<file path="src/hdl/timer_ctl_defines.svh">
// Offsets, field positions and reset values of the timer control block
`ifndef TIMER_CTL_DEFINES_SVH
`define TIMER_CTL_DEFINES_SVH
`define OFF_TIMER_CONTROL   12'h00C
`define OFF_INTERRUPT_MASK  12'h018
`define OFF_RAW_STATUS      12'h01C
`define OFF_MASKED_STATUS   12'h020
`define OFF_INTERRUPT_CLEAR 12'h024
`define OFF_EVENT_INPUTS    12'h050
`define CTL_FIRST_EN        0
`define CTL_FIRST_STALL     1
`define CTL_FIRST_EDGE_LO   2
`define CTL_RTC_EN          4
`define CTL_FIRST_TRIG      5
`define CTL_FIRST_INV       6
`define CTL_SECOND_EN       8
`define CTL_SECOND_STALL    9
`define CTL_SECOND_EDGE_LO  10
`define CTL_SECOND_TRIG     13
`define CTL_SECOND_INV      14
`define CTL_WRITE_MASK      15'h6F7F
`define IM_WRITE_MASK       11'h70F
`define CTL_RESET           15'h0000
`define IM_RESET            11'h000
`endif

</file>
<file path="src/hdl/timer_ctl_pkg.sv">
// Types shared by the timer control block
package timer_ctl_pkg;
    typedef enum logic [1:0] {
        EDGE_RISE = 2'h0,
        EDGE_FALL = 2'h1,
        EDGE_RSVD = 2'h2,
        EDGE_BOTH = 2'h3
    } edge_mode_t;

    typedef struct packed {
        logic       enable;
        logic       stall;
        edge_mode_t edge_sel;
        logic       trig_en;
        logic       invert;
    } half_cfg_t;
endpackage : timer_ctl_pkg

</file>
<file path="src/hdl/half_cfg_if.sv">
// Per-half configuration carried from the register file to a half's gating
interface half_cfg_if;
    import timer_ctl_pkg::*;
    half_cfg_t cfg;
    logic      halted;
    modport src (output cfg, output halted);
    modport dst (input cfg, input halted);
endinterface : half_cfg_if

</file>
<file path="src/hdl/timer_ctl.sv">
// Control, interrupt mask and status of the dual general timer
`include "timer_ctl_defines.svh"

module timer_ctl
    import timer_ctl_pkg::*;
(
    input  wire logic        clk_sys,
    input  wire logic        resetn,
    input  wire logic [11:0] addr,
    input  wire logic [31:0] wdata,
    input  wire logic        wr_en,
    input  wire logic        rd_en,
    output logic      [31:0] rdata,
    input  wire logic        cpu_halted,
    input  wire logic [10:0] event_in,
    input  wire logic        first_pwm_raw,
    input  wire logic        second_pwm_raw,
    input  wire logic        first_trig_raw,
    input  wire logic        second_trig_raw,
    input  wire logic        first_cap_in,
    input  wire logic        second_cap_in,
    output logic             first_run,
    output logic             second_run,
    output logic             rtc_run,
    output logic             first_trigger,
    output logic             second_trigger,
    output logic             first_pwm_out,
    output logic             second_pwm_out,
    output logic             first_capture_event,
    output logic             second_capture_event,
    output logic             irq
);
    typedef struct packed {
        logic [14:0] ctl;
        logic [10:0] mask;
        logic [10:0] raw;
        logic [31:0] rdata;
        logic        rtc_run;
        logic        irq;
    } state_t;

    state_t s_q;
    state_t s_d;

    localparam logic [10:0] STATUS_BITS = 11'h70F;

    half_cfg_if first_if ();
    half_cfg_if second_if ();

    logic        first_cap_evt;
    logic        second_cap_evt;
    logic [10:0] events;
    logic [10:0] masked;

    function automatic half_cfg_t half_of(input logic [14:0] c, input int lo);
        half_cfg_t h;
        h.enable   = c[lo];
        h.stall    = c[lo+1];
        h.edge_sel = edge_mode_t'(c[lo+2 +: 2]);
        h.trig_en  = c[lo+5];
        h.invert   = c[lo+6];
        half_of    = h;
    endfunction : half_of

    assign first_if.cfg     = half_of(s_q.ctl, `CTL_FIRST_EN);
    assign first_if.halted  = cpu_halted;
    assign second_if.cfg    = half_of(s_q.ctl, `CTL_SECOND_EN);
    assign second_if.halted = cpu_halted;

    timer_half_gate u_first (
        .clk_sys   (clk_sys),
        .resetn    (resetn),
        .cfg_in    (first_if),
        .pwm_raw   (first_pwm_raw),
        .trig_raw  (first_trig_raw),
        .cap_in    (first_cap_in),
        .run       (first_run),
        .trig_out  (first_trigger),
        .pwm_out   (first_pwm_out),
        .cap_event (first_cap_evt)
    );

    timer_half_gate u_second (
        .clk_sys   (clk_sys),
        .resetn    (resetn),
        .cfg_in    (second_if),
        .pwm_raw   (second_pwm_raw),
        .trig_raw  (second_trig_raw),
        .cap_in    (second_cap_in),
        .run       (second_run),
        .trig_out  (second_trigger),
        .pwm_out   (second_pwm_out),
        .cap_event (second_cap_evt)
    );

    assign first_capture_event  = first_cap_evt;
    assign second_capture_event = second_cap_evt;

    // Capture event inputs join external events at the capture-event bits
    always_comb begin
        events     = event_in & STATUS_BITS;
        events[2]  = event_in[2] | first_cap_evt;
        events[10] = event_in[10] | second_cap_evt;
    end

    assign masked = s_q.raw & s_q.mask;

    always_comb begin
        s_d       = s_q;
        s_d.rdata = 32'h0000_0000;
        if (wr_en) begin
            case (addr)
                `OFF_TIMER_CONTROL: begin
                    s_d.ctl = wdata[14:0] & `CTL_WRITE_MASK;
                end
                `OFF_INTERRUPT_MASK: begin
                    s_d.mask = wdata[10:0] & `IM_WRITE_MASK;
                end
                `OFF_INTERRUPT_CLEAR: begin
                    s_d.raw = s_q.raw & ~wdata[10:0];
                end
                default: begin
                end
            endcase
        end
        s_d.raw = s_d.raw | events; // Set wins over a same-cycle clear
        if (rd_en) begin
            case (addr)
                `OFF_TIMER_CONTROL:  s_d.rdata = {17'h0, s_q.ctl};
                `OFF_INTERRUPT_MASK: s_d.rdata = {21'h0, s_q.mask};
                `OFF_RAW_STATUS:     s_d.rdata = {21'h0, s_q.raw};
                `OFF_MASKED_STATUS:  s_d.rdata = {21'h0, masked};
                default:             s_d.rdata = 32'h0000_0000;
            endcase
        end
        s_d.rtc_run = s_q.ctl[`CTL_RTC_EN];
        s_d.irq     = |(s_d.raw & s_d.mask);
    end

    always_ff @(posedge clk_sys or negedge resetn) begin
        if (!resetn) begin
            s_q      <= '0;
            s_q.ctl  <= `CTL_RESET;
            s_q.mask <= `IM_RESET;
        end else begin
            s_q <= s_d;
        end
    end

    assign rdata   = s_q.rdata;
    assign rtc_run = s_q.rtc_run;
    assign irq     = s_q.irq;

    irq_tracks_a: assert property (@(posedge clk_sys) disable iff (!resetn)
        irq == (|(s_q.raw & s_q.mask))) else $error("irq not matching status");
    rtc_gate_a: assert property (@(posedge clk_sys) disable iff (!resetn)
        rtc_run |-> $past(s_q.ctl[`CTL_RTC_EN])) else $error("rtc ran disabled");
    clear_works_a: assert property (@(posedge clk_sys) disable iff (!resetn)
        (wr_en && addr == `OFF_INTERRUPT_CLEAR && wdata[0] && !events[0]) |=> !s_q.raw[0])
        else $error("clear ignored");
    event_sets_a: assert property (@(posedge clk_sys) disable iff (!resetn)
        events[8] |=> s_q.raw[8]) else $error("event lost");
    mask_write_a: assert property (@(posedge clk_sys) disable iff (!resetn)
        (wr_en && addr == `OFF_INTERRUPT_MASK) |=> s_q.mask == ($past(wdata[10:0]) & 11'h70F))
        else $error("mask write wrong");
    read_ctl_a: assert property (@(posedge clk_sys) disable iff (!resetn)
        (rd_en && addr == `OFF_TIMER_CONTROL && !wr_en) |=> rdata == {17'h0, s_q.ctl})
        else $error("control read wrong");
    trig_first_a: assert property (@(posedge clk_sys) disable iff (!resetn)
        (!s_q.ctl[`CTL_FIRST_TRIG])[*2] |-> !first_trigger) else $error("trigger leak");
    run_first_a: assert property (@(posedge clk_sys) disable iff (!resetn)
        (!s_q.ctl[`CTL_FIRST_EN])[*2] |-> !first_run) else $error("run while off");
    trig_second_a: assert property (@(posedge clk_sys) disable iff (!resetn)
        (!s_q.ctl[`CTL_SECOND_TRIG])[*2] |-> !second_trigger)
        else $error("second trigger leak");
    run_second_a: assert property (@(posedge clk_sys) disable iff (!resetn)
        (!s_q.ctl[`CTL_SECOND_EN])[*2] |-> !second_run)
        else $error("second run while off");
    masked_read_a: assert property (@(posedge clk_sys) disable iff (!resetn)
        (rd_en && addr == `OFF_MASKED_STATUS) |=>
        rdata == {21'h0, ($past(s_q.raw) & $past(s_q.mask))})
        else $error("masked status read wrong");
    set_wins_a: assert property (@(posedge clk_sys) disable iff (!resetn)
        (wr_en && addr == `OFF_INTERRUPT_CLEAR && events[2]) |=> s_q.raw[2])
        else $error("event lost to clear");
endmodule : timer_ctl

</file>
<file path="src/hdl/timer_half_gate.sv">
// Gating of one timer half: run, trigger, pwm invert and edge detect
module timer_half_gate
    import timer_ctl_pkg::*;
(
    input  wire logic   clk_sys,
    input  wire logic   resetn,
    half_cfg_if.dst     cfg_in,
    input  wire logic   pwm_raw,
    input  wire logic   trig_raw,
    input  wire logic   cap_in,
    output logic        run,
    output logic        trig_out,
    output logic        pwm_out,
    output logic        cap_event
);
    typedef struct packed {
        logic run;
        logic trig;
        logic pwm;
        logic cap_prev;
        logic cap_evt;
    } state_t;

    state_t s_q;
    state_t s_d;

    function automatic logic edge_hit(input edge_mode_t m, input logic p, input logic c);
        case (m)
            EDGE_RISE: edge_hit = c & ~p;
            EDGE_FALL: edge_hit = ~c & p;
            EDGE_BOTH: edge_hit = c ^ p;
            default:   edge_hit = 1'b0;
        endcase
    endfunction : edge_hit

    always_comb begin
        s_d          = s_q;
        s_d.run      = cfg_in.cfg.enable & ~(cfg_in.cfg.stall & cfg_in.halted);
        s_d.trig     = trig_raw & cfg_in.cfg.trig_en;
        s_d.pwm      = pwm_raw ^ cfg_in.cfg.invert;
        s_d.cap_prev = cap_in;
        s_d.cap_evt  = cfg_in.cfg.enable & edge_hit(cfg_in.cfg.edge_sel, s_q.cap_prev, cap_in);
    end

    always_ff @(posedge clk_sys or negedge resetn) begin
        if (!resetn) begin
            s_q <= '0;
        end else begin
            s_q <= s_d;
        end
    end

    assign run       = s_q.run;
    assign trig_out  = s_q.trig;
    assign pwm_out   = s_q.pwm;
    assign cap_event = s_q.cap_evt;

    trig_gate_a: assert property (@(posedge clk_sys) disable iff (!resetn)
        !$past(cfg_in.cfg.trig_en) |-> !trig_out) else $error("trigger while disabled");
    pwm_inv_a: assert property (@(posedge clk_sys) disable iff (!resetn)
        $past(resetn) |-> pwm_out == ($past(pwm_raw) ^ $past(cfg_in.cfg.invert)))
        else $error("pwm level wrong");
    stall_hold_a: assert property (@(posedge clk_sys) disable iff (!resetn)
        ($past(cfg_in.cfg.stall) && $past(cfg_in.halted)) |-> !run) else $error("ran in stall");
endmodule : timer_half_gate

</file>
<file path="config.mk">
export PLATFORM = sky130hd
export DESIGN_NAME = timer_ctl
export DESIGN_NICKNAME = d
export VERILOG_FILES = /design/src/hdl/timer_ctl_pkg.sv /design/src/hdl/half_cfg_if.sv /design/src/hdl/timer_ctl.sv /design/src/hdl/timer_half_gate.sv
export VERILOG_INCLUDE_DIRS = /design/src /design/src/hdl
export SDC_FILE = /design/constraint.sdc
export NUM_CORES = 1
export LEC_CHECK = 0
export BUFFER_PORTS_ARGS = -buffer_cell sky130_fd_sc_hd__buf_2
export CORE_MARGIN = 5
export CORE_UTILIZATION = 25
export CTS_BUF_LIST = sky130_fd_sc_hd__clkbuf_2
export DETAILED_ROUTE_END_ITERATION = 10
export GPL_TIMING_DRIVEN = 1
export HOLD_SLACK_MARGIN = 0.05
export PLACE_DENSITY = 0.53
export RECOVER_POWER = 100
export SLEW_MARGIN = 15
export SYNTH_ARGS = -nofsm -noshare
export SYNTH_HDL_FRONTEND = slang
export SYNTH_SLANG_ARGS = --single-unit
export TNS_END_PERCENT = 50
</file>
<file path="constraint.sdc">
create_clock -name clk_sys -period 2.2 [get_ports clk_sys]
set_input_delay 0.11 -clock clk_sys [delete_from_list [all_inputs] [get_ports clk_sys]]
set_output_delay 0.11 -clock clk_sys [all_outputs]
set_load 0.05 [all_outputs]
</file>
==> impl_metrics.csv, run 1 <==
group,metric,value,unit
run_status,status,"completed",
worst_setup_path,critical_path_buf_inv_count,3,
routing,remaining_drc_errors,0,
placed_design,dp_hpwl,5289,um
synth,async_flop_share,100.0,%
power,leakagePower,0.001704,uW
power,power.density,556.0,nW/um^2
clocking,clk_latency,480,ps
finish,design_area,3608,um^2
finish,diodes,0,
global_route,grt_pass1_vias,2321,
timing,finalSetupViolCount,0,
placed_design,dpl_cell_area,3253,um^2
clocking,cts_setup_buffers,0,
synth,ys_types,47,
clocking,root_buffer,"clkbuf_2",
global_route,grt_overflow,0,
routing,post_drt_wl_per_cell,15.04,um
routing,vias_per_cell,4.264,
global_route,grt_max_degree,33,
timing,fin_ws,365.8,ps
finish,final-seq-area,1526,um^2
worst_setup_path,cp-end-kind,"register",
timing,worstMarginPinSlew,821.7,ps
synth,synth_seq_cells,61,
routing,drt_wl_total,7295,um
finish,multiInputGateArea,1060,um^2
worst_setup_path,crit_arrival,2200,ps
worst_setup_path,crit_required,2570,ps
floorplan,core_region_area,11370,um^2
timing,finalMaxSlewViolations,0,
timing,finClkSkew,18.37,ps
clocking,cts-resized-gates,0,
worst_setup_path,crit_fanout,6,
timing,hold_violations,0,
timing,period_needed,1834,ps
floorplan,ios,108,
routing,drtPass1Iterations,4,
global_route,grt_pass1_wl,12070,um
global_route,grt_busiest_layer,"met2",
finish,layout-drive-gt1-share,20.47,%
worst_setup_path,cp_top_family,"simple AND/OR/NAND/NOR gates",
clocking,htree_levels,3,
placed_design,post-place-ws,195.9,ps
floorplan,row_count,39,
timing,max_freq,545.2,MHz
worst_setup_path,crit_slowest_cell,"dlygate4sd3_1",
global_route,use_met1,13.91,%
floorplan,start_util,25.48,%
flow_run,maxCapViolations,0,
timing,slew_headroom,45.22,%
clocking,clock_path_buffers,2,
synth,ys_warn_count,0,
routing,drt.antenna.violating_nets,0,
floorplan,die_y,117.6,um
timing,rsz0062_at_grt,"false",
global_route,grtUsageMet3,3.988,%
worst_setup_path,cp_common_cell,"clkbuf_1",
synth,synth_top_area_share,52.70,%
worst_setup_path,crit_type,"in -> reg",
clocking,cts_tree,"built",
finish,largest_register_ffs,28,
timing,timing.final.crit_share,83.37,%
synth,synth_area_leaders,"dfrtp_1 53%, buf_4 8.3%, mux2_4 5.2%",
clocking,cts_buffers,9,
synth,synth-edff-count,0,
clocking,clk_pin_slew,180,ps
global_route,gr-usage-all-layers,10.90,%
timing,hold_ws,176.7,ps
synth,syn_inst,236,
power,power,2006,uW
routing,vias,2068,
power,peakVddDrop,0.2161,mV
global_route,grt_use_met2,17.19,%
worst_setup_path,path_cells,"clkbuf_1 > nor4_4 > and4_1 > clkbuf_1 > a21boi_0 > or2_2 > dlygate4sd3_1",
synth,synth_top_area_cell,"dfrtp_1",
clocking,cts_num_sinks,61,
synth,syn_area_per_cell,12.27,um^2
placed_design,gp_congestion,0.7771,
finish,fillers,1203,
timing,tns,0,ps
worst_setup_path,cpPeakStageDelay,550,ps
synth,synthFlopType,"dfrtp_1",
global_route,antenna_found_initial,0,
finish,regMostFlops,"s_q",
synth,syn_area,2897,um^2
routing,drt-initial-drc-count,97,
floorplan,dieArea,13840,um^2
finish,synthToLayoutAreaGrowth,24.58,%
worst_setup_path,cp-start-kind,"input pin",
worst_hold_path,hp-class,"in -> async",
placed_design,port-buffer-count,67,
finish,design.final.nets,407,
synth,yosysSeqAreaShare,52.70,%
floorplan,die-width,117.6,um
[cells in the mapped netlist (2+ instances only)]
library cell and number:
buf_6 3, a22oi_1 11, mux2_4 10, o22ai_1 2, and2_1 8, clkbuf_1 2, and3_1 3, nand2_1 10
or2_2 2, buf_4 32, a21oi_1 9, nand2_2 3, mux2_2 8, a21o_1 9, mux2i_1 2, xor2_1 2
o211ai_1 5, dfrtp_1 61, buf_2 3, a21boi_0 7, nor3_1 2, mux2_1 2, ha_1 4, and4_1 2
nor4_4 2, nor2_1 4, o21ai_0 2, inv_1 7
[logic make-up (layout without fill, tap and decap cells)]
| logic type | after synthesis | count (layout) | share of synthesized area [%] |
|---|---|---|---|
| other | 1 | 18 | 0.1295 |
| buffers and inverters | 47 | 136 | 11.14 |
| DFF | 61 | 61 | 52.70 |
| adders and majority gates | 4 | 4 | 1.728 |
| and+or+nand+nor | 44 | 44 | 10.28 |
| xor gates and xnor gates | 2 | 2 | 0.6049 |
| AOI/OAI and AO/OA | 55 | 55 | 13.65 |
| muxes | 22 | 22 | 9.762 |
[stage by stage]
step                util [%]  instances
floorplan                  -        253
global placement       28.61        433
detailed placement     28.61        433
CTS                    32.70        485
global route           31.74        485
finish                 31.74        485
[layer usage]
metal  routed length, um  vias to the layer above
met1                3292                     1008
li1                    -                      988
met5                   0                        -
met2                3450                       65
met3                 464                        7
met4                  87                        0
[repair_timing]
| item | 4_1_cts | 5_1_grt |
|---|---|---|
| hold buffers | 36 | 0 |
| endpoints found under the hold margin | 75 | 0 |
| endpoints found under the setup margin | 0 | 0 |
[cells in the final DEF, fill, tap and decap left out, types with 2 or more instances in the layout]
master / synthesis / routed
nor2_1: 4 / 4
a22oi_1: 11 / 11
nand2_2: 3 / 2
buf_4: 32 / 4
a21oi_1: 9 / 9
and2_1: 8 / 4
buf_2: 3 / 39
nor3_1: 2 / 3
nand2_1: 10 / 11
dlygate4sd3_1: 0 / 36
clkbuf_2: 0 / 10
o22ai_1: 2 / 2
nor4_4: 2 / 2
conb_1: 1 / 18
xor2_1: 2 / 2
inv_1: 7 / 7
mux2_2: 8 / 5
o211ai_1: 5 / 5
clkinv_1: 0 / 3
a21boi_0: 7 / 7
or2_2: 2 / 2
mux2i_1: 2 / 2
and3_1: 3 / 3
and4_1: 2 / 2
a21o_1: 9 / 9
dfrtp_1: 61 / 61
o21ai_0: 2 / 2
mux2_1: 2 / 15
ha_1: 4 / 4
and2_0: 1 / 5
clkbuf_1: 2 / 34
[area by class of cell]
type	instances	share of cell area [%]
well taps	143	4.958
inverters	7	0.7282
repair buffers	113	19.76
multi-input cells	145	29.37
clock inverters	6	1.491
flip-flops and latches	61	42.30
clock buffers	10	1.387
[power by group]
| group | switching (uW) | internal, uW | leakage, uW |
|---|---|---|---|
| clock network | 404 | 255 | 0.0000644 |
| logic | 142 | 74.5 | 0.000833 |
| registers | 3.04 | 1130 | 0.000806 |
| total | 549 | 1460 | 0.00170 |
[worst paths after layout]
| kind | start | cells past startpoint | end | slack, ps |
|---|---|---|---|---|
| worst max-delay path | addr[7] | 7 | s_q[37] | 370 |
| worst min-delay path | resetn | 2 | u_second.pwm_out | 180 |
| worst max register to register | s_q[37] | 3 | s_q[37] | 730 |
| worst min register to register | s_d[1] | 0 | rtc_run | 430 |
| max in group asynchronous | resetn | 3 | u_first.run | 840 |
| min in group clk_sys | addr[2] | 4 | s_q[39] | 310 |
[worst reg2reg max path, stage by stage (launching register included)]
cell and delay, ps:
dfrtp_1 410, a21boi_0 130, or2_2 280, dlygate4sd3_1 550
(Power assumes the default switching activity.)
==> run 2: changes to the inputs <==
- clock period: 2.2 -> 1.9 ns (I/O delays scaled with it)
==> run 2 against run 1 <==
Compared with the run above: the run now ends with max-capacitance violations left; combinational power rose by 17%; non-clock buffer count rose by 1; sequential power up 16%; global-route usage down 0.37 points; power grew 16%; die area unchanged; largest power group unchanged.
==> impl_metrics.csv, run 2 (synthesis gave the netlist of run 1 again) <==
group,metric,value,unit
run_status,status,"finished, violations left",
run_status,violations,"max-capacitance violations",
clocking,cts_buffers,9,
routing,remaining_drc_errors,0,
worst_setup_path,rr_endpoint,"irq",
timing,max_freq,562.7,MHz
power,power.density,641.8,nW/um^2
worst_setup_path,r2r.worst_path.cells,4,
floorplan,ios,108,
timing,rsz0062_at_grt,"false",
global_route,grt_max_degree,62,
clocking,htree_levels,3,
worst_setup_path,cp-end-kind,"register",
placed_design,gp_congestion,0.7507,
routing,drt_wl_total,7213,um
routing,vias_per_cell,4.224,
finish,synthToLayoutAreaGrowth,25.23,%
worst_setup_path,crit_slowest_cell,"dlygate4sd3_1",
timing,timing.final.crit_share,93.53,%
finish,final_cell_mix,"61 x dfrtp_1, 39 x buf_2, 36 x dlygate4sd3_1",
power,leakagePower,0.001727,uW
timing,finClkSkew,17.97,ps
finish,regMostFlops,"s_q",
floorplan,start_util,25.48,%
clocking,cts_num_sinks,61,
global_route,grt_overflow,0,
global_route,grt_pass1_wl,11570,um
finish,design.final.nets,408,
global_route,antenna_found_initial,0,
floorplan,die_y,117.6,um
worst_setup_path,cp-start-kind,"input pin",
routing,post_drt_wl_per_cell,14.84,um
finish,fillers,1198,
routing,drt.antenna.violating_nets,0,
timing,finalMaxSlewViolations,0,
worst_setup_path,crit_fanout,6,
global_route,grt_use_met2,15.31,%
worst_setup_path,path_cells,"clkbuf_1 > nor4_4 > and4_4 > buf_4 > nand2_1 > a21o_1 > dlygate4sd3_1 > a22oi_1 > o2111ai_1",
clocking,clk_latency,470,ps
worst_hold_path,min_path_cells,4,
routing,drt-initial-drc-count,139,
timing,worstMarginPinSlew,1498,ps
floorplan,row_count,39,
timing,slew_headroom,0.1257,%
clocking,clk_pin_slew,170,ps
worst_hold_path,min_to,"s_q[38]",
global_route,use_met1,14.57,%
clocking,root_buffer,"clkbuf_2",
global_route,grt_pass1_vias,2184,
worst_setup_path,cp_top_family,"buffers and inverters",
worst_hold_path,hp-start,"addr[0]",
flow_run,maxCapViolations,1,
worst_setup_path,crit_required,2250,ps
timing,tns,0,ps
worst_setup_path,cpPeakStageDelay,560,ps
timing,hold_violations,0,
routing,vias,2053,
global_route,grtUsageMet3,3.604,%
global_route,gr-usage-all-layers,10.53,%
worst_setup_path,reg2reg_slack,340,ps
placed_design,dp_hpwl,5115,um
worst_setup_path,reg2reg_from,"s_q[35]",
finish,layout-drive-gt1-share,22.45,%
timing,period_needed,1777,ps
global_route,grt_busiest_layer,"met2",
floorplan,dieArea,13840,um^2
worst_setup_path,crit_type,"in -> reg",
floorplan,die-width,117.6,um
worst_setup_path,crit_arrival,2130,ps
finish,largest_register_ffs,28,
worst_setup_path,critical_path_buf_inv_count,3,
timing,hold_ws,237.2,ps
clocking,cts_tree,"built",
timing,finalSetupViolCount,0,
floorplan,core_region_area,11370,um^2
power,peakVddDrop,0.2213,mV
worst_hold_path,hp-class,"in -> reg",
routing,drtPass1Iterations,4,
power,power,2328,uW
finish,diodes,0,
placed_design,port-buffer-count,67,
clocking,clock_path_buffers,2,
finish,layout_commonest_cell,"dfrtp_1",
-- run 2: worst register-to-register path: stages (launching register included) --
cell and delay, ps:
dfrtp_1 430, a21o_1 150, dlygate4sd3_1 560, a22oi_1 160, o2111ai_1 140
-- run 2: final cells by class --
class / count / area, um^2 / area share [%]
flip-flops and latches: 61 / 1526 / 42.08
well taps: 143 / 178.9 / 4.933
inverters: 7 / 26.28 / 0.7244
repair buffers: 114 / 723.2 / 19.94
multi-input cells: 145 / 1066 / 29.39
clock inverters: 5 / 51.30 / 1.414
clock buffers: 11 / 55.05 / 1.518
-- run 2: what timing repair did --
item | in CTS | in global routing
setup endpoints to repair | 0 | 1
buffers inserted | 0 | 0
endpoints found under the hold margin | 106 | 0
hold buffers | 36 | 0
gates resized for setup | 0 | 2
-- run 2: stage by stage --
step	worst slack, ps	std cells	util, %	cell area [um^2]
2_1_floorplan	393.7	253	-	2960
3_3_place_gp	-92.88	434	28.90	3286
3_5_place_dp	-113.7	434	28.90	3286
4_1_cts	24.02	486	33.00	3752
5_1_grt	50.09	486	31.90	3627
6_report	122.9	486	31.90	3627
-- run 2: worst max path at each step --
stage,start,endpoint,slack [ps],depth (start not counted)
CTS,addr[7],irq,20,9
detailed placement,addr[7],irq,-110,8
global route,addr[7],irq,50,9
global placement,addr[7],irq,-90,8
finish,addr[7],irq,120,9
floorplan,addr[7],irq,390,7
-- run 2: metal layers --
layer  share of wire [%]  up-vias
li1                    -      993
met1                  46      972
met2                  45       80
met3                 7.8        8
met4                0.94        0
met5                   0        -
-- run 2: report_power, final --
| part | internal [uW] | switching (uW) |
|---|---|---|
| Clock | 307 | 459 |
| Combinational | 87.5 | 165 |
| Sequential | 1310 | 3.64 |
| Total | 1700 | 628 |
